<file path="src/iexu_pkg.sv">
// iexu_pkg: shared types and constants of the instruction execute unit
// assumes a single 40 MHz core clock and byte-wide data memory
package iexu_pkg;

   // ==========================================================
   // widths
   localparam int DW  = 8;                   // data byte width
   localparam int DAW = 12;                  // data memory address width
   localparam int PAW = 16;                  // program memory address width
   localparam int PWW = 16;                  // program word width

   // ==========================================================
   // register map over the plain register port
   localparam logic [2:0] REG_WORK   = 3'h0;   // working register
   localparam logic [2:0] REG_FLAGS  = 3'h1;   // status flags
   localparam logic [2:0] REG_PTRLO  = 3'h2;   // table pointer low byte
   localparam logic [2:0] REG_PTRHI  = 3'h3;   // table pointer high byte
   localparam logic [2:0] REG_TBLHI  = 3'h4;   // table read high byte
   localparam logic [2:0] REG_SECT   = 3'h5;   // section of basic instructions
   localparam logic [7:0] RST_BYTE   = 8'h00;  // reset value of every register
   localparam logic [7:0] LAST_PAGE  = 8'hff;  // page of last-page table reads
   localparam logic [3:0] BCD_MAX    = 4'h9;   // largest decimal nibble
   localparam logic [3:0] BCD_FIX    = 4'h6;   // decimal nibble correction

   // ==========================================================
   // flag field positions in the flag register
   localparam int F_CARRY = 0;
   localparam int F_HALF  = 1;
   localparam int F_ZERO  = 2;
   localparam int F_RANGE = 3;
   localparam int F_SIGN  = 4;

   typedef struct packed {
      logic signedCarry;                     // sign of the true signed sum
      logic signedRange;                     // signed overflow
      logic zero;                            // result was zero
      logic halfCarry;                       // carry out of low nibble
      logic carry;                           // carry out of bit 7
   } iexu_flags_t;

   // ==========================================================
   // instruction set handled by this unit
   typedef enum logic [4:0] {
      OP_SWAP_W   = 5'h00, OP_SKIP_Z   = 5'h01, OP_SKIP_ZLD = 5'h02,
      OP_SKIP_BIT = 5'h03, OP_TRD_PG   = 5'h04, OP_TRD_LAST = 5'h05,
      OP_ITRD_PG  = 5'h06, OP_ITRD_LST = 5'h07, OP_XOR_W    = 5'h08,
      OP_XOR_MEM  = 5'h09, OP_XOR_IMM  = 5'h0a, OP_XADC     = 5'h0b,
      OP_XADC_M   = 5'h0c, OP_XADD     = 5'h0d, OP_XADD_M   = 5'h0e,
      OP_XAND     = 5'h0f, OP_XAND_M   = 5'h10, OP_XCLR     = 5'h11,
      OP_XCLR_BIT = 5'h12, OP_XCPL     = 5'h13, OP_XCPL_W   = 5'h14,
      OP_XDAA     = 5'h15, OP_XDEC     = 5'h16, OP_XDEC_W   = 5'h17,
      OP_XINC     = 5'h18, OP_XINC_W   = 5'h19, OP_XMOV_W   = 5'h1a,
      OP_XMOV_M   = 5'h1b
   } iexu_op_t;

   typedef struct packed {
      iexu_op_t       op;                    // operation
      logic [DAW-1:0] addr;                  // data memory address
      logic [2:0]     bitSel;                // bit index i
      logic [DW-1:0]  imm;                   // immediate data
   } iexu_req_t;

   typedef enum logic [2:0] {
      ST_IDLE  = 3'h0, ST_RDMEM = 3'h1, ST_EXEC = 3'h2, ST_TBLRD = 3'h3,
      ST_TBLWR = 3'h4, ST_WRMEM = 3'h5, ST_DUMMY = 3'h6
   } iexu_state_t;

endpackage

</file>
<file path="src/iexu_core.sv">
// iexu_core: executes one instruction at a time against data and program memory
// assumes memories answer a read strobe with data in the next cycle
// Operation
// - swap memory nibbles into working register
// - skip next instruction when memory byte zero
// - load working register, skip when zero
// - skip when selected memory bit zero
// - a skip adds one dummy cycle
// - page read uses high and low pointer
// - last page read uses low pointer only
// - increment low pointer, then page read
// - increment low pointer, then last-page read
// - exclusive-or, only zero flag changes
// - extended forms reach every memory section
// - add with carry updates five flags
// - add without carry updates five flags
// - and operation, only zero flag changes
// - clear byte or one bit, no flags
// - complement in place or to working
// - decimal adjust nibbles, result to memory
// - decimal adjust changes only carry
// - decrement in place or to working
// - increment in place or to working
// - move either way, no flags
`timescale 1ns/1ps
module iexu_core
   import iexu_pkg::*;
(
   input  wire logic            core_clk,    // core clock, 40 MHz
   input  wire logic            resetn,      // asynchronous reset, active low
   input  wire logic            opValid,     // instruction offered
   input  wire iexu_req_t       opReq,       // instruction and operands
   output logic                 opReady,     // unit idle, takes opReq
   output logic                 opDone,      // instruction finished
   output logic                 instSkip,    // dummy cycle of a taken skip
   output logic [DAW-1:0]       dmAddr,      // data memory address
   output logic                 dmRe,        // data memory read strobe
   output logic                 dmWe,        // data memory write strobe
   output logic [DW-1:0]        dmWdata,     // data memory write data
   input  wire logic [DW-1:0]   dmRdata,     // data memory read data
   output logic [PAW-1:0]       pmAddr,      // program memory address
   output logic                 pmRe,        // program memory read strobe
   input  wire logic [PWW-1:0]  pmRdata,     // program word
   input  wire logic [2:0]      regAddr,     // register port address
   input  wire logic [DW-1:0]   regWdata,    // register port write data
   input  wire logic            regWr,       // register write strobe
   input  wire logic            regRd,       // register read strobe
   output logic [DW-1:0]        regRdata     // register read data, next cycle
);

   // ==========================================================
   // decode helpers
   // true for the four table reads
   function automatic logic isTable(iexu_op_t op);
      return op inside {OP_TRD_PG, OP_TRD_LAST, OP_ITRD_PG, OP_ITRD_LST};
   endfunction

   // true for forms that write the alu result to data memory
   function automatic logic toMem(iexu_op_t op);
      return op inside {OP_XOR_MEM, OP_XADC_M, OP_XADD_M, OP_XAND_M, OP_XCLR,
                        OP_XCLR_BIT, OP_XCPL, OP_XDAA, OP_XDEC, OP_XINC, OP_XMOV_M};
   endfunction

   // true for the extended instructions
   function automatic logic isExt(iexu_op_t op);
      return op >= OP_XADC;
   endfunction

   // ==========================================================
   // state
   iexu_state_t     state_q, state_d;        // sequencer
   iexu_req_t       req_q;                   // latched instruction
   iexu_flags_t     flags_q, flags_d;        // status flags
   logic [DW-1:0]   work_q, work_d;          // working register
   logic [DW-1:0]   ptrLo_q;                 // table pointer low byte
   logic [DW-1:0]   ptrHi_q;                 // table pointer high byte
   logic [DW-1:0]   tblHi_q;                 // table read high byte
   logic [DW-1:0]   sect_q;                  // section for basic instructions
   logic [DAW-1:0]  dmAddr_q;                // registered memory address
   logic [DW-1:0]   dmWdata_q, res;          // write data, alu result
   logic [PAW-1:0]  pmAddr_q;                // registered program address
   logic [DW-1:0]   regRdata_q;              // register read data
   logic            skip, wrW, wrM;          // alu decisions

   // ==========================================================
   // handshake and strobes
   wire take      = opValid && (state_q == ST_IDLE);
   wire incrPtr   = take && (opReq.op inside {OP_ITRD_PG, OP_ITRD_LST});
   wire [DW-1:0] ptrLoNext = incrPtr ? DW'(ptrLo_q + 8'h01) : ptrLo_q;
   wire lastPage  = opReq.op inside {OP_TRD_LAST, OP_ITRD_LST};
   wire [DAW-1:0] basicAddr = DAW'({sect_q[3:0], opReq.addr[7:0]});
   wire execBusy  = state_q == ST_EXEC;

   assign opReady  = state_q == ST_IDLE;
   assign dmRe     = state_q == ST_RDMEM;
   assign dmWe     = state_q == ST_WRMEM;
   assign pmRe     = state_q == ST_TBLRD;
   assign instSkip = state_q == ST_DUMMY;
   assign opDone   = dmWe || instSkip || (execBusy && !wrM && !skip);
   assign dmAddr   = dmAddr_q;
   assign dmWdata  = dmWdata_q;
   assign pmAddr   = pmAddr_q;
   assign regRdata = regRdata_q;

   // ==========================================================
   // alu: result, flags and skip for the instruction in ST_EXEC
   wire [DW-1:0] m   = dmRdata;
   wire [DW-1:0] w   = work_q;
   wire          cin = (req_q.op inside {OP_XADC, OP_XADC_M}) && flags_q.carry;
   wire [8:0]    sum = 9'(w) + 9'(m) + 9'(cin);
   wire [4:0]    lowSum = 5'(w[3:0]) + 5'(m[3:0]) + 5'(cin);
   wire          lowFix = (w[3:0] > BCD_MAX) || flags_q.halfCarry;
   wire          highFix = (w[7:4] > BCD_MAX) || flags_q.carry;
   wire [8:0]    daaSum = 9'(w) + 9'({highFix ? BCD_FIX : 4'h0, lowFix ? BCD_FIX : 4'h0});
   wire [DW-1:0] bitMask = DW'(8'h01 << req_q.bitSel);

   // operation decode and result select
   always_comb begin
      res     = m;
      skip    = 1'b0;
      flags_d = flags_q;
      wrW     = 1'b0;
      unique case (req_q.op)
         OP_SWAP_W: begin
            res = {m[3:0], m[7:4]};
            wrW = 1'b1;
         end
         OP_SKIP_Z: skip = (m == 8'h00);
         OP_SKIP_ZLD: begin
            wrW  = 1'b1;
            skip = (m == 8'h00);
         end
         OP_SKIP_BIT: skip = !m[req_q.bitSel];
         OP_XOR_W, OP_XOR_MEM: res = w ^ m;
         OP_XOR_IMM: res = w ^ req_q.imm;
         OP_XADC, OP_XADC_M, OP_XADD, OP_XADD_M: begin
            res = sum[7:0];
            flags_d.carry       = sum[8];
            flags_d.halfCarry   = lowSum[4];
            flags_d.signedRange = (w[7] == m[7]) && (sum[7] != w[7]);
            flags_d.signedCarry = sum[7] ^ flags_d.signedRange;
         end
         OP_XAND, OP_XAND_M: res = w & m;
         OP_XCLR: res = 8'h00;
         OP_XCLR_BIT: res = m & ~bitMask;
         OP_XCPL, OP_XCPL_W: res = ~m;
         OP_XDAA: begin
            res = daaSum[7:0];
            flags_d.carry = flags_q.carry || highFix || daaSum[8];
         end
         OP_XDEC, OP_XDEC_W: res = DW'(m - 8'h01);
         OP_XINC, OP_XINC_W: res = DW'(m + 8'h01);
         OP_XMOV_W: res = m;
         OP_XMOV_M: res = w;
         default: res = m;                                            // only table reads reach here, and they never enter ST_EXEC
      endcase
      if (req_q.op inside {OP_SWAP_W, OP_XOR_W, OP_XOR_IMM, OP_XADC, OP_XADD, OP_XAND,
                           OP_XCPL_W, OP_XDEC_W, OP_XINC_W, OP_XMOV_W})
         wrW = 1'b1;
      // zero flag on every instruction that reports it
      if (req_q.op inside {OP_XOR_W, OP_XOR_MEM, OP_XOR_IMM, OP_XADC, OP_XADC_M, OP_XADD,
                           OP_XADD_M, OP_XAND, OP_XAND_M, OP_XCPL, OP_XCPL_W, OP_XDEC,
                           OP_XDEC_W, OP_XINC, OP_XINC_W})
         flags_d.zero = (res == 8'h00);
   end
   assign wrM = toMem(req_q.op);

   // ==========================================================
   // sequencer next state
   always_comb begin
      state_d = state_q;
      unique case (state_q)
         ST_IDLE:  if (opValid) state_d = isTable(opReq.op) ? ST_TBLRD : ST_RDMEM;
         ST_RDMEM: state_d = ST_EXEC;
         ST_EXEC:  state_d = wrM ? ST_WRMEM : (skip ? ST_DUMMY : ST_IDLE);
         ST_TBLRD: state_d = ST_TBLWR;
         ST_TBLWR: state_d = ST_WRMEM;
         ST_WRMEM: state_d = ST_IDLE;
         ST_DUMMY: state_d = ST_IDLE;
         default:  state_d = ST_IDLE;
      endcase
   end

   // working register: alu write wins over a port write
   always_comb begin
      work_d = work_q;
      if (regWr && regAddr == REG_WORK) work_d = regWdata;
      if (execBusy && wrW) work_d = res;
   end

   // ==========================================================
   // sequencer and instruction latch
   always_ff @(posedge core_clk or negedge resetn) begin
      if (!resetn) begin
         state_q <= ST_IDLE;
         req_q   <= '0;
      end else begin
         state_q <= state_d;
         if (take) req_q <= opReq;
      end
   end

   // memory address and write data registers
   always_ff @(posedge core_clk or negedge resetn) begin
      if (!resetn) begin
         dmAddr_q  <= '0;
         dmWdata_q <= RST_BYTE;
         pmAddr_q  <= '0;
      end else begin
         if (take) dmAddr_q <= isExt(opReq.op) ? opReq.addr : basicAddr;
         if (take && isTable(opReq.op))
            pmAddr_q <= {lastPage ? LAST_PAGE : ptrHi_q, ptrLoNext};
         if (execBusy) dmWdata_q <= res;
         if (state_q == ST_TBLWR) dmWdata_q <= pmRdata[7:0];
      end
   end

   // working register and flags
   always_ff @(posedge core_clk or negedge resetn) begin
      if (!resetn) begin
         work_q  <= RST_BYTE;
         flags_q <= '0;
      end else begin
         work_q <= work_d;
         if (execBusy) flags_q <= flags_d;
         else if (regWr && regAddr == REG_FLAGS) flags_q <= regWdata[4:0];
      end
   end

   // table pointers, table high byte and section
   always_ff @(posedge core_clk or negedge resetn) begin
      if (!resetn) begin
         ptrLo_q <= RST_BYTE;
         ptrHi_q <= RST_BYTE;
         tblHi_q <= RST_BYTE;
         sect_q  <= RST_BYTE;
      end else begin
         if (incrPtr) ptrLo_q <= ptrLoNext;
         else if (regWr && regAddr == REG_PTRLO) ptrLo_q <= regWdata;
         if (regWr && regAddr == REG_PTRHI) ptrHi_q <= regWdata;
         if (state_q == ST_TBLWR) tblHi_q <= pmRdata[15:8];
         else if (regWr && regAddr == REG_TBLHI) tblHi_q <= regWdata;
         if (regWr && regAddr == REG_SECT) sect_q <= regWdata;
      end
   end

   // ==========================================================
   // register read port
   wire [DW-1:0] readMux =
      (regAddr == REG_WORK)  ? work_q :
      (regAddr == REG_FLAGS) ? DW'(flags_q) :
      (regAddr == REG_PTRLO) ? ptrLo_q :
      (regAddr == REG_PTRHI) ? ptrHi_q :
      (regAddr == REG_TBLHI) ? tblHi_q :
      (regAddr == REG_SECT)  ? sect_q : 8'h00;

   // read data stands only in the cycle after the strobe
   always_ff @(posedge core_clk or negedge resetn) begin
      if (!resetn) regRdata_q <= RST_BYTE;
      else regRdata_q <= regRd ? readMux : 8'h00;
   end

   // ==========================================================
   // checks
   swap_result_a: assert property (@(posedge core_clk) disable iff (!resetn)
      execBusy && req_q.op == OP_SWAP_W |=> work_q == {$past(dmRdata[3:0]), $past(dmRdata[7:4])}
         && flags_q == $past(flags_q))
      else $error("nibble swap result wrong");

   skip_zero_a: assert property (@(posedge core_clk) disable iff (!resetn)
      execBusy && req_q.op == OP_SKIP_Z |=> instSkip == ($past(dmRdata) == 8'h00))
      else $error("zero skip decision wrong");

   skip_load_a: assert property (@(posedge core_clk) disable iff (!resetn)
      execBusy && req_q.op == OP_SKIP_ZLD |=> work_q == $past(dmRdata))
      else $error("skip load value wrong");

   bit_skip_a: assert property (@(posedge core_clk) disable iff (!resetn)
      execBusy && req_q.op == OP_SKIP_BIT && !dmRdata[req_q.bitSel] |=> instSkip && opDone ##1 opReady)
      else $error("bit skip not taken");

   skip_length_a: assert property (@(posedge core_clk) disable iff (!resetn)
      instSkip |-> $past(state_q) == ST_EXEC && $past(state_q, 2) == ST_RDMEM)
      else $error("skip cycle out of place");

   ptr_incr_a: assert property (@(posedge core_clk) disable iff (!resetn)
      incrPtr |=> ptrLo_q == DW'($past(ptrLo_q) + 8'h01) && pmRe && pmAddr[7:0] == ptrLo_q)
      else $error("table pointer not incremented first");

   last_page_a: assert property (@(posedge core_clk) disable iff (!resetn)
      take && lastPage |=> pmAddr[15:8] == LAST_PAGE)
      else $error("last page address wrong");

   xor_zero_a: assert property (@(posedge core_clk) disable iff (!resetn)
      execBusy && req_q.op == OP_XOR_W |=> flags_q.zero == (work_q == 8'h00)
         && flags_q.carry == $past(flags_q.carry))
      else $error("xor flag update wrong");

   clear_byte_a: assert property (@(posedge core_clk) disable iff (!resetn)
      execBusy && req_q.op == OP_XCLR |=> dmWe && dmWdata == 8'h00 && flags_q == $past(flags_q))
      else $error("clear did not write zero");

   ext_addr_a: assert property (@(posedge core_clk) disable iff (!resetn)
      dmRe && isExt(req_q.op) |-> dmAddr == req_q.addr)
      else $error("extended address not direct");

   move_flags_a: assert property (@(posedge core_clk) disable iff (!resetn)
      execBusy && req_q.op inside {OP_XMOV_W, OP_XMOV_M} |=> flags_q == $past(flags_q))
      else $error("move changed a flag");

   adc_sum_a: assert property (@(posedge core_clk) disable iff (!resetn)
      execBusy && req_q.op == OP_XADC |=> work_q == DW'($past(work_q) + $past(dmRdata) + DW'($past(flags_q.carry))))
      else $error("add with carry result wrong");

   daa_flags_a: assert property (@(posedge core_clk) disable iff (!resetn)
      execBusy && req_q.op == OP_XDAA |=> dmWe && flags_q.zero == $past(flags_q.zero)
         && flags_q.halfCarry == $past(flags_q.halfCarry) && flags_q.signedRange == $past(flags_q.signedRange))
      else $error("decimal adjust changed a flag other than carry");

endmodule

</file>
<file path="config.mk">
export PLATFORM = sky130hd
export DESIGN_NAME = iexu_core
export DESIGN_NICKNAME = d
export VERILOG_FILES = /design/src/iexu_pkg.sv /design/src/iexu_core.sv
export SDC_FILE = /design/constraint.sdc
export NUM_CORES = 1
export LEC_CHECK = 0
export BUFFER_PORTS_ARGS = -buffer_cell sky130_fd_sc_hd__buf_2
export CAP_MARGIN = 20
export CELL_PAD_IN_SITES_DETAIL_PLACEMENT = 1
export CELL_PAD_IN_SITES_GLOBAL_PLACEMENT = 1
export CORE_ASPECT_RATIO = 0.8
export CORE_UTILIZATION = 49
export CTS_BUF_LIST = sky130_fd_sc_hd__clkbuf_8
export DETAILED_ROUTE_END_ITERATION = 6
export PLACE_DENSITY = 0.95
export SYNTH_ARGS = -nofsm -noshare
export SYNTH_HDL_FRONTEND = slang
export SYNTH_SLANG_ARGS = --single-unit
</file>
<file path="constraint.sdc">
create_clock -name core_clk -period 5.7 [get_ports core_clk]
set_input_delay 1.14 -clock core_clk [delete_from_list [all_inputs] [get_ports core_clk]]
set_output_delay 1.14 -clock core_clk [all_outputs]
set_load 0.02 [all_outputs]
</file>
==> results.cfg <==
[detailed_routing]
remaining_drc_errors = 6
avgViaCountPerCell = 6.52
route.antenna.remaining_nets = 0
dr.first_iter.drc_count = 590
detail_route.wl_per_cell_um = 24.6
drt_wl_total_um = 26100
routed-via-count = 6902
drt_pre_antenna_iters = 7

[sta]
layout_worst_path_cycle_share_pct = 78.4
finalHoldWorstSlack_ns = 0.494
fmax_mhz = 224
maxSlewViolCount = 0
finalClockSkew_ns = 0.0147
min_period_ns = 4.47
timing.final.setup_violations = 0
final.setup.tns_ns = 0
grt_setup_unrepaired = false
final_hold_viol_count = 0
maxSlewHeadroom_pct = 27.8
timing_worst_slew_pin_value_ns = 1.08

[die]
starting_density_of_the_core_pct = 50.8
design.portCount = 118
die_area_um2 = 15500
die_w_um = 139
floorplan.core_area_um2 = 14400
rows = 39
die_h_um = 111

[final_layout]
antenna_cells_inserted = 0
layout_cell_share_with_drive_strength_beyond_1_pct = 24.3
postLayoutCellArea_um2 = 8050
layout_area_growth_over_synthesis_pct = 9.68
nets = 953
core_util_final_pct = 55.8

[pwr]
p_total_uw = 4580
power.density_nw_per_um2 = 569
power.clock.fraction_pct = 10.4
switching_share_pct = 51.1
p_switching_uw = 2340
combPwrFrac_pct = 55.5
p_int_uw = 2240
p_seq_share_pct = 34.1
ir_worst_vdd_uv = 320
leakage_uw = 0.00350

[yosys]
ys_seq_area_share_pct = 36.8
yosys.cell_count.top_type = sky130_fd_sc_hd__dfrtp_1
synthesis.nets = 877
synth_largest_type_area_fraction_pct = 36.8
synth-edff-count = 0
area_of_the_mapped_netlist_um2 = 7340
yosysTopAreaCell = sky130_fd_sc_hd__dfrtp_1
postSynth.asyncResetShare_pct = 100
synth_top_family_by_area = compound AO/OA/AOI/OAI gates
post_synth_and_or_nand_nor_area_fraction_pct = 18.3
per_instance_average_area_after_synthesis_um2 = 9.26
synth.distinct_cells = 89
synth_fa_ha_area_share_pct = 3.03
synth_compound_gate_area_share_pct = 20.6
synth_top_flop_cell = sky130_fd_sc_hd__dfrtp_1
post_synth_main_area_contributors = sky130_fd_sc_hd__dfrtp_1 37%, sky130_fd_sc_hd__mux2i_1 6.5%, sky130_fd_sc_hd__mux2_2 5.8%
postSynthRegisterBits = 108
netlist_instances = 793
synth-warning-count = 0
synth.cells.most_frequent = 108 x sky130_fd_sc_hd__dfrtp_1, 84 x sky130_fd_sc_hd__nand2_1, 65 x sky130_fd_sc_hd__nor2_1
multiplexer_share_of_the_synthesized_area_pct = 13.3
post_synth_xor_area_fraction_pct = 2.39

[placement]
placedInstanceArea_um2 = 7860
gp_routability_congestion = 0.968
dp_hpwl_um = 19300
port_buffer_cells = 117

[critical_path]
timing.critical_path.slowest_stage_cell = sky130_fd_sc_hd__dfrtp_1
cp_max_fo = 22
ordered_list_of_cells_on_the_worst_path = nor2b_1 -> o211ai_1 -> fa_1 -> fa_1 -> nand2b_1 -> a21oi_1 -> xor2_1 -> a2111oi_2 -> a31oi_1 -> a21oi_1 -> o2111ai_1 -> o31ai_2
cp.arrival_ns = 4.78
crit_path_end_kind = flip-flop
crit_path_start = req_q[27]
regToRegStartpoint = req_q[27]
timing.critical_path.slowest_cell_delay_ns = 0.65
criticalPathCategory = reg -> reg
crit_path_launch_type = flip-flop
worst-endpoint-required_ns = 6.01

[global_route]
globalRouteOverflowTotal = 0
grt_first_pass_wirelength_um = 41000
initial_antenna_violation_count = 0
number_of_global_route_vias_before_repair = 7042
grt_max_degree = 60
grtUsageTotal_pct = 34.8

[clock_tree]
cts_resized = 0
ctsHtreeMaxLevel = 3
tritoncts = yes
source_to_sink_clock_delay_at_the_later_pin_of_the_worst_skew_pair_ns = 0.41
cts.sink_count = 108
clockBufferDepth = 2
cts-buffers-inserted = 9
number_of_buffers_inserted_by_post_cts_setup_repair = 0
ctsHoldBuffers = 0
clkSlewWorstSetupHoldPaths_ns = 0.12
ctsRootBufferMaster = sky130_fd_sc_hd__clkbuf_8

[min_path]
hold_path_startpoint = pmAddr[12]
worstHoldPathType = reg -> reg

[flow_run]
cap_violations = 0

[run_status]
run_status = finished with violations
failing_checks = design-rule violations
==> metal layers <==
| layer | vias up | wire length (um) | GRT usage [%] |
|---|---|---|---|
| li1 | 3066 | - | - |
| met1 | 3442 | 11600 | 48.6 |
| met2 | 339 | 11500 | 53.0 |
| met3 | 55 | 2280 | 8.43 |
| met4 | 0 | 689 | 11.4 |
| met5 | - | 0 | 0 |
==> cell families after synthesis <==
kind of cell               Yosys count
DFF                                108
buffers and inverters               73
adders and majority gates           16
muxes                               89
xor gates and xnor gates            20
and+or+nand+nor                    263
AOI/OAI and AO/OA                  224
==> final timing paths <==
check / to / slack [ns] / cells after the start
setup / recovery: flags_q[2] / 1.23 / 12
setup reg to reg: flags_q[2] / 1.23 / 12
hold reg to reg: pmAddr[12] / 0.49 / 2
hold / removal: pmAddr[12] / 0.49 / 2
min in group asynchronous: req_q[3] / 0.81 / 1
max in group asynchronous: ptrHi_q[7] / 3.72 / 2
==> area by class of cell <==
cell class / instances / area (um2)
fillers: 1713 / 6390
multi-input cells: 612 / 4240
flip-flops and latches: 108 / 2700
repair buffers: 122 / 626
well taps: 184 / 230
clock buffers: 9 / 124
clock inverters: 7 / 68.8
inverters: 16 / 60.1
==> through the flow <==
| step | cells | setup WS (ns) |
|---|---|---|
| 2_1_floorplan | 793 | 1.81 |
| 3_3_place_gp | 1042 | 1.40 |
| 3_5_place_dp | 1042 | 1.33 |
| 4_1_cts | 1058 | 1.37 |
| 5_1_grt | 1058 | 1.06 |
| 6_report | 1058 | 1.23 |
==> worst max-delay path, delay by kind of cell (launching register included) <==
kind                       cells  cell delay (ns)
xor gates and xnor gates       1             0.15
AOI/OAI and AO/OA              7             1.87
adders and majority gates      2             0.91
DFF                            1             0.65
and+or+nand+nor                2             0.79
==> cell usage in the layout (no fill, tap or decap), types with 4 or more instances in the layout <==
cell type / n
sky130_fd_sc_hd__o2111ai_1: 7
sky130_fd_sc_hd__nand2b_1: 11
sky130_fd_sc_hd__o221a_2: 4
sky130_fd_sc_hd__a21o_1: 6
sky130_fd_sc_hd__buf_2: 116
sky130_fd_sc_hd__clkbuf_8: 9
sky130_fd_sc_hd__nor2b_1: 8
sky130_fd_sc_hd__a2111oi_2: 4
sky130_fd_sc_hd__buf_4: 6
sky130_fd_sc_hd__a221oi_1: 5
sky130_fd_sc_hd__xor2_1: 9
sky130_fd_sc_hd__inv_1: 16
sky130_fd_sc_hd__nand3_1: 21
sky130_fd_sc_hd__or4_1: 4
sky130_fd_sc_hd__a211oi_1: 8
sky130_fd_sc_hd__and2_1: 9
sky130_fd_sc_hd__a31oi_1: 13
sky130_fd_sc_hd__nor2_1: 65
sky130_fd_sc_hd__o211ai_1: 5
sky130_fd_sc_hd__a21oi_1: 48
sky130_fd_sc_hd__xnor2_1: 11
sky130_fd_sc_hd__and3_1: 7
sky130_fd_sc_hd__mux2i_1: 48
sky130_fd_sc_hd__o21ai_0: 58
sky130_fd_sc_hd__a22oi_1: 10
sky130_fd_sc_hd__nor3b_1: 7
sky130_fd_sc_hd__o22ai_1: 11
sky130_fd_sc_hd__o221ai_1: 5
sky130_fd_sc_hd__dfrtp_1: 108
sky130_fd_sc_hd__o21a_1: 4
sky130_fd_sc_hd__nand2_1: 84
sky130_fd_sc_hd__ha_1: 13
sky130_fd_sc_hd__mux2_2: 38
sky130_fd_sc_hd__nor3_1: 12
==> state kept, by name (all words and copies together) (netlist names) <==
signal and count:
dmAddr 12, dmWdata 8, flags_q 5, pmAddr 16, ptrHi_q 8, ptrLo_q 8, regRdata 8, req_q 16
sect_q 8, state_q 3, tblHi_q 8, w 8
==> power by group through the flow <==
stage               sequential [uW]  clock (uW)  combinational [uW]
detailed placement             1550           0                2470
finish                         1560         477                2540
floorplan                      1440           0                1760
global placement               1520           0                2390
global route                   1600         505                2730
CTS                            1540         483                2500
Note: power is estimated with default switching activity, not from simulation.
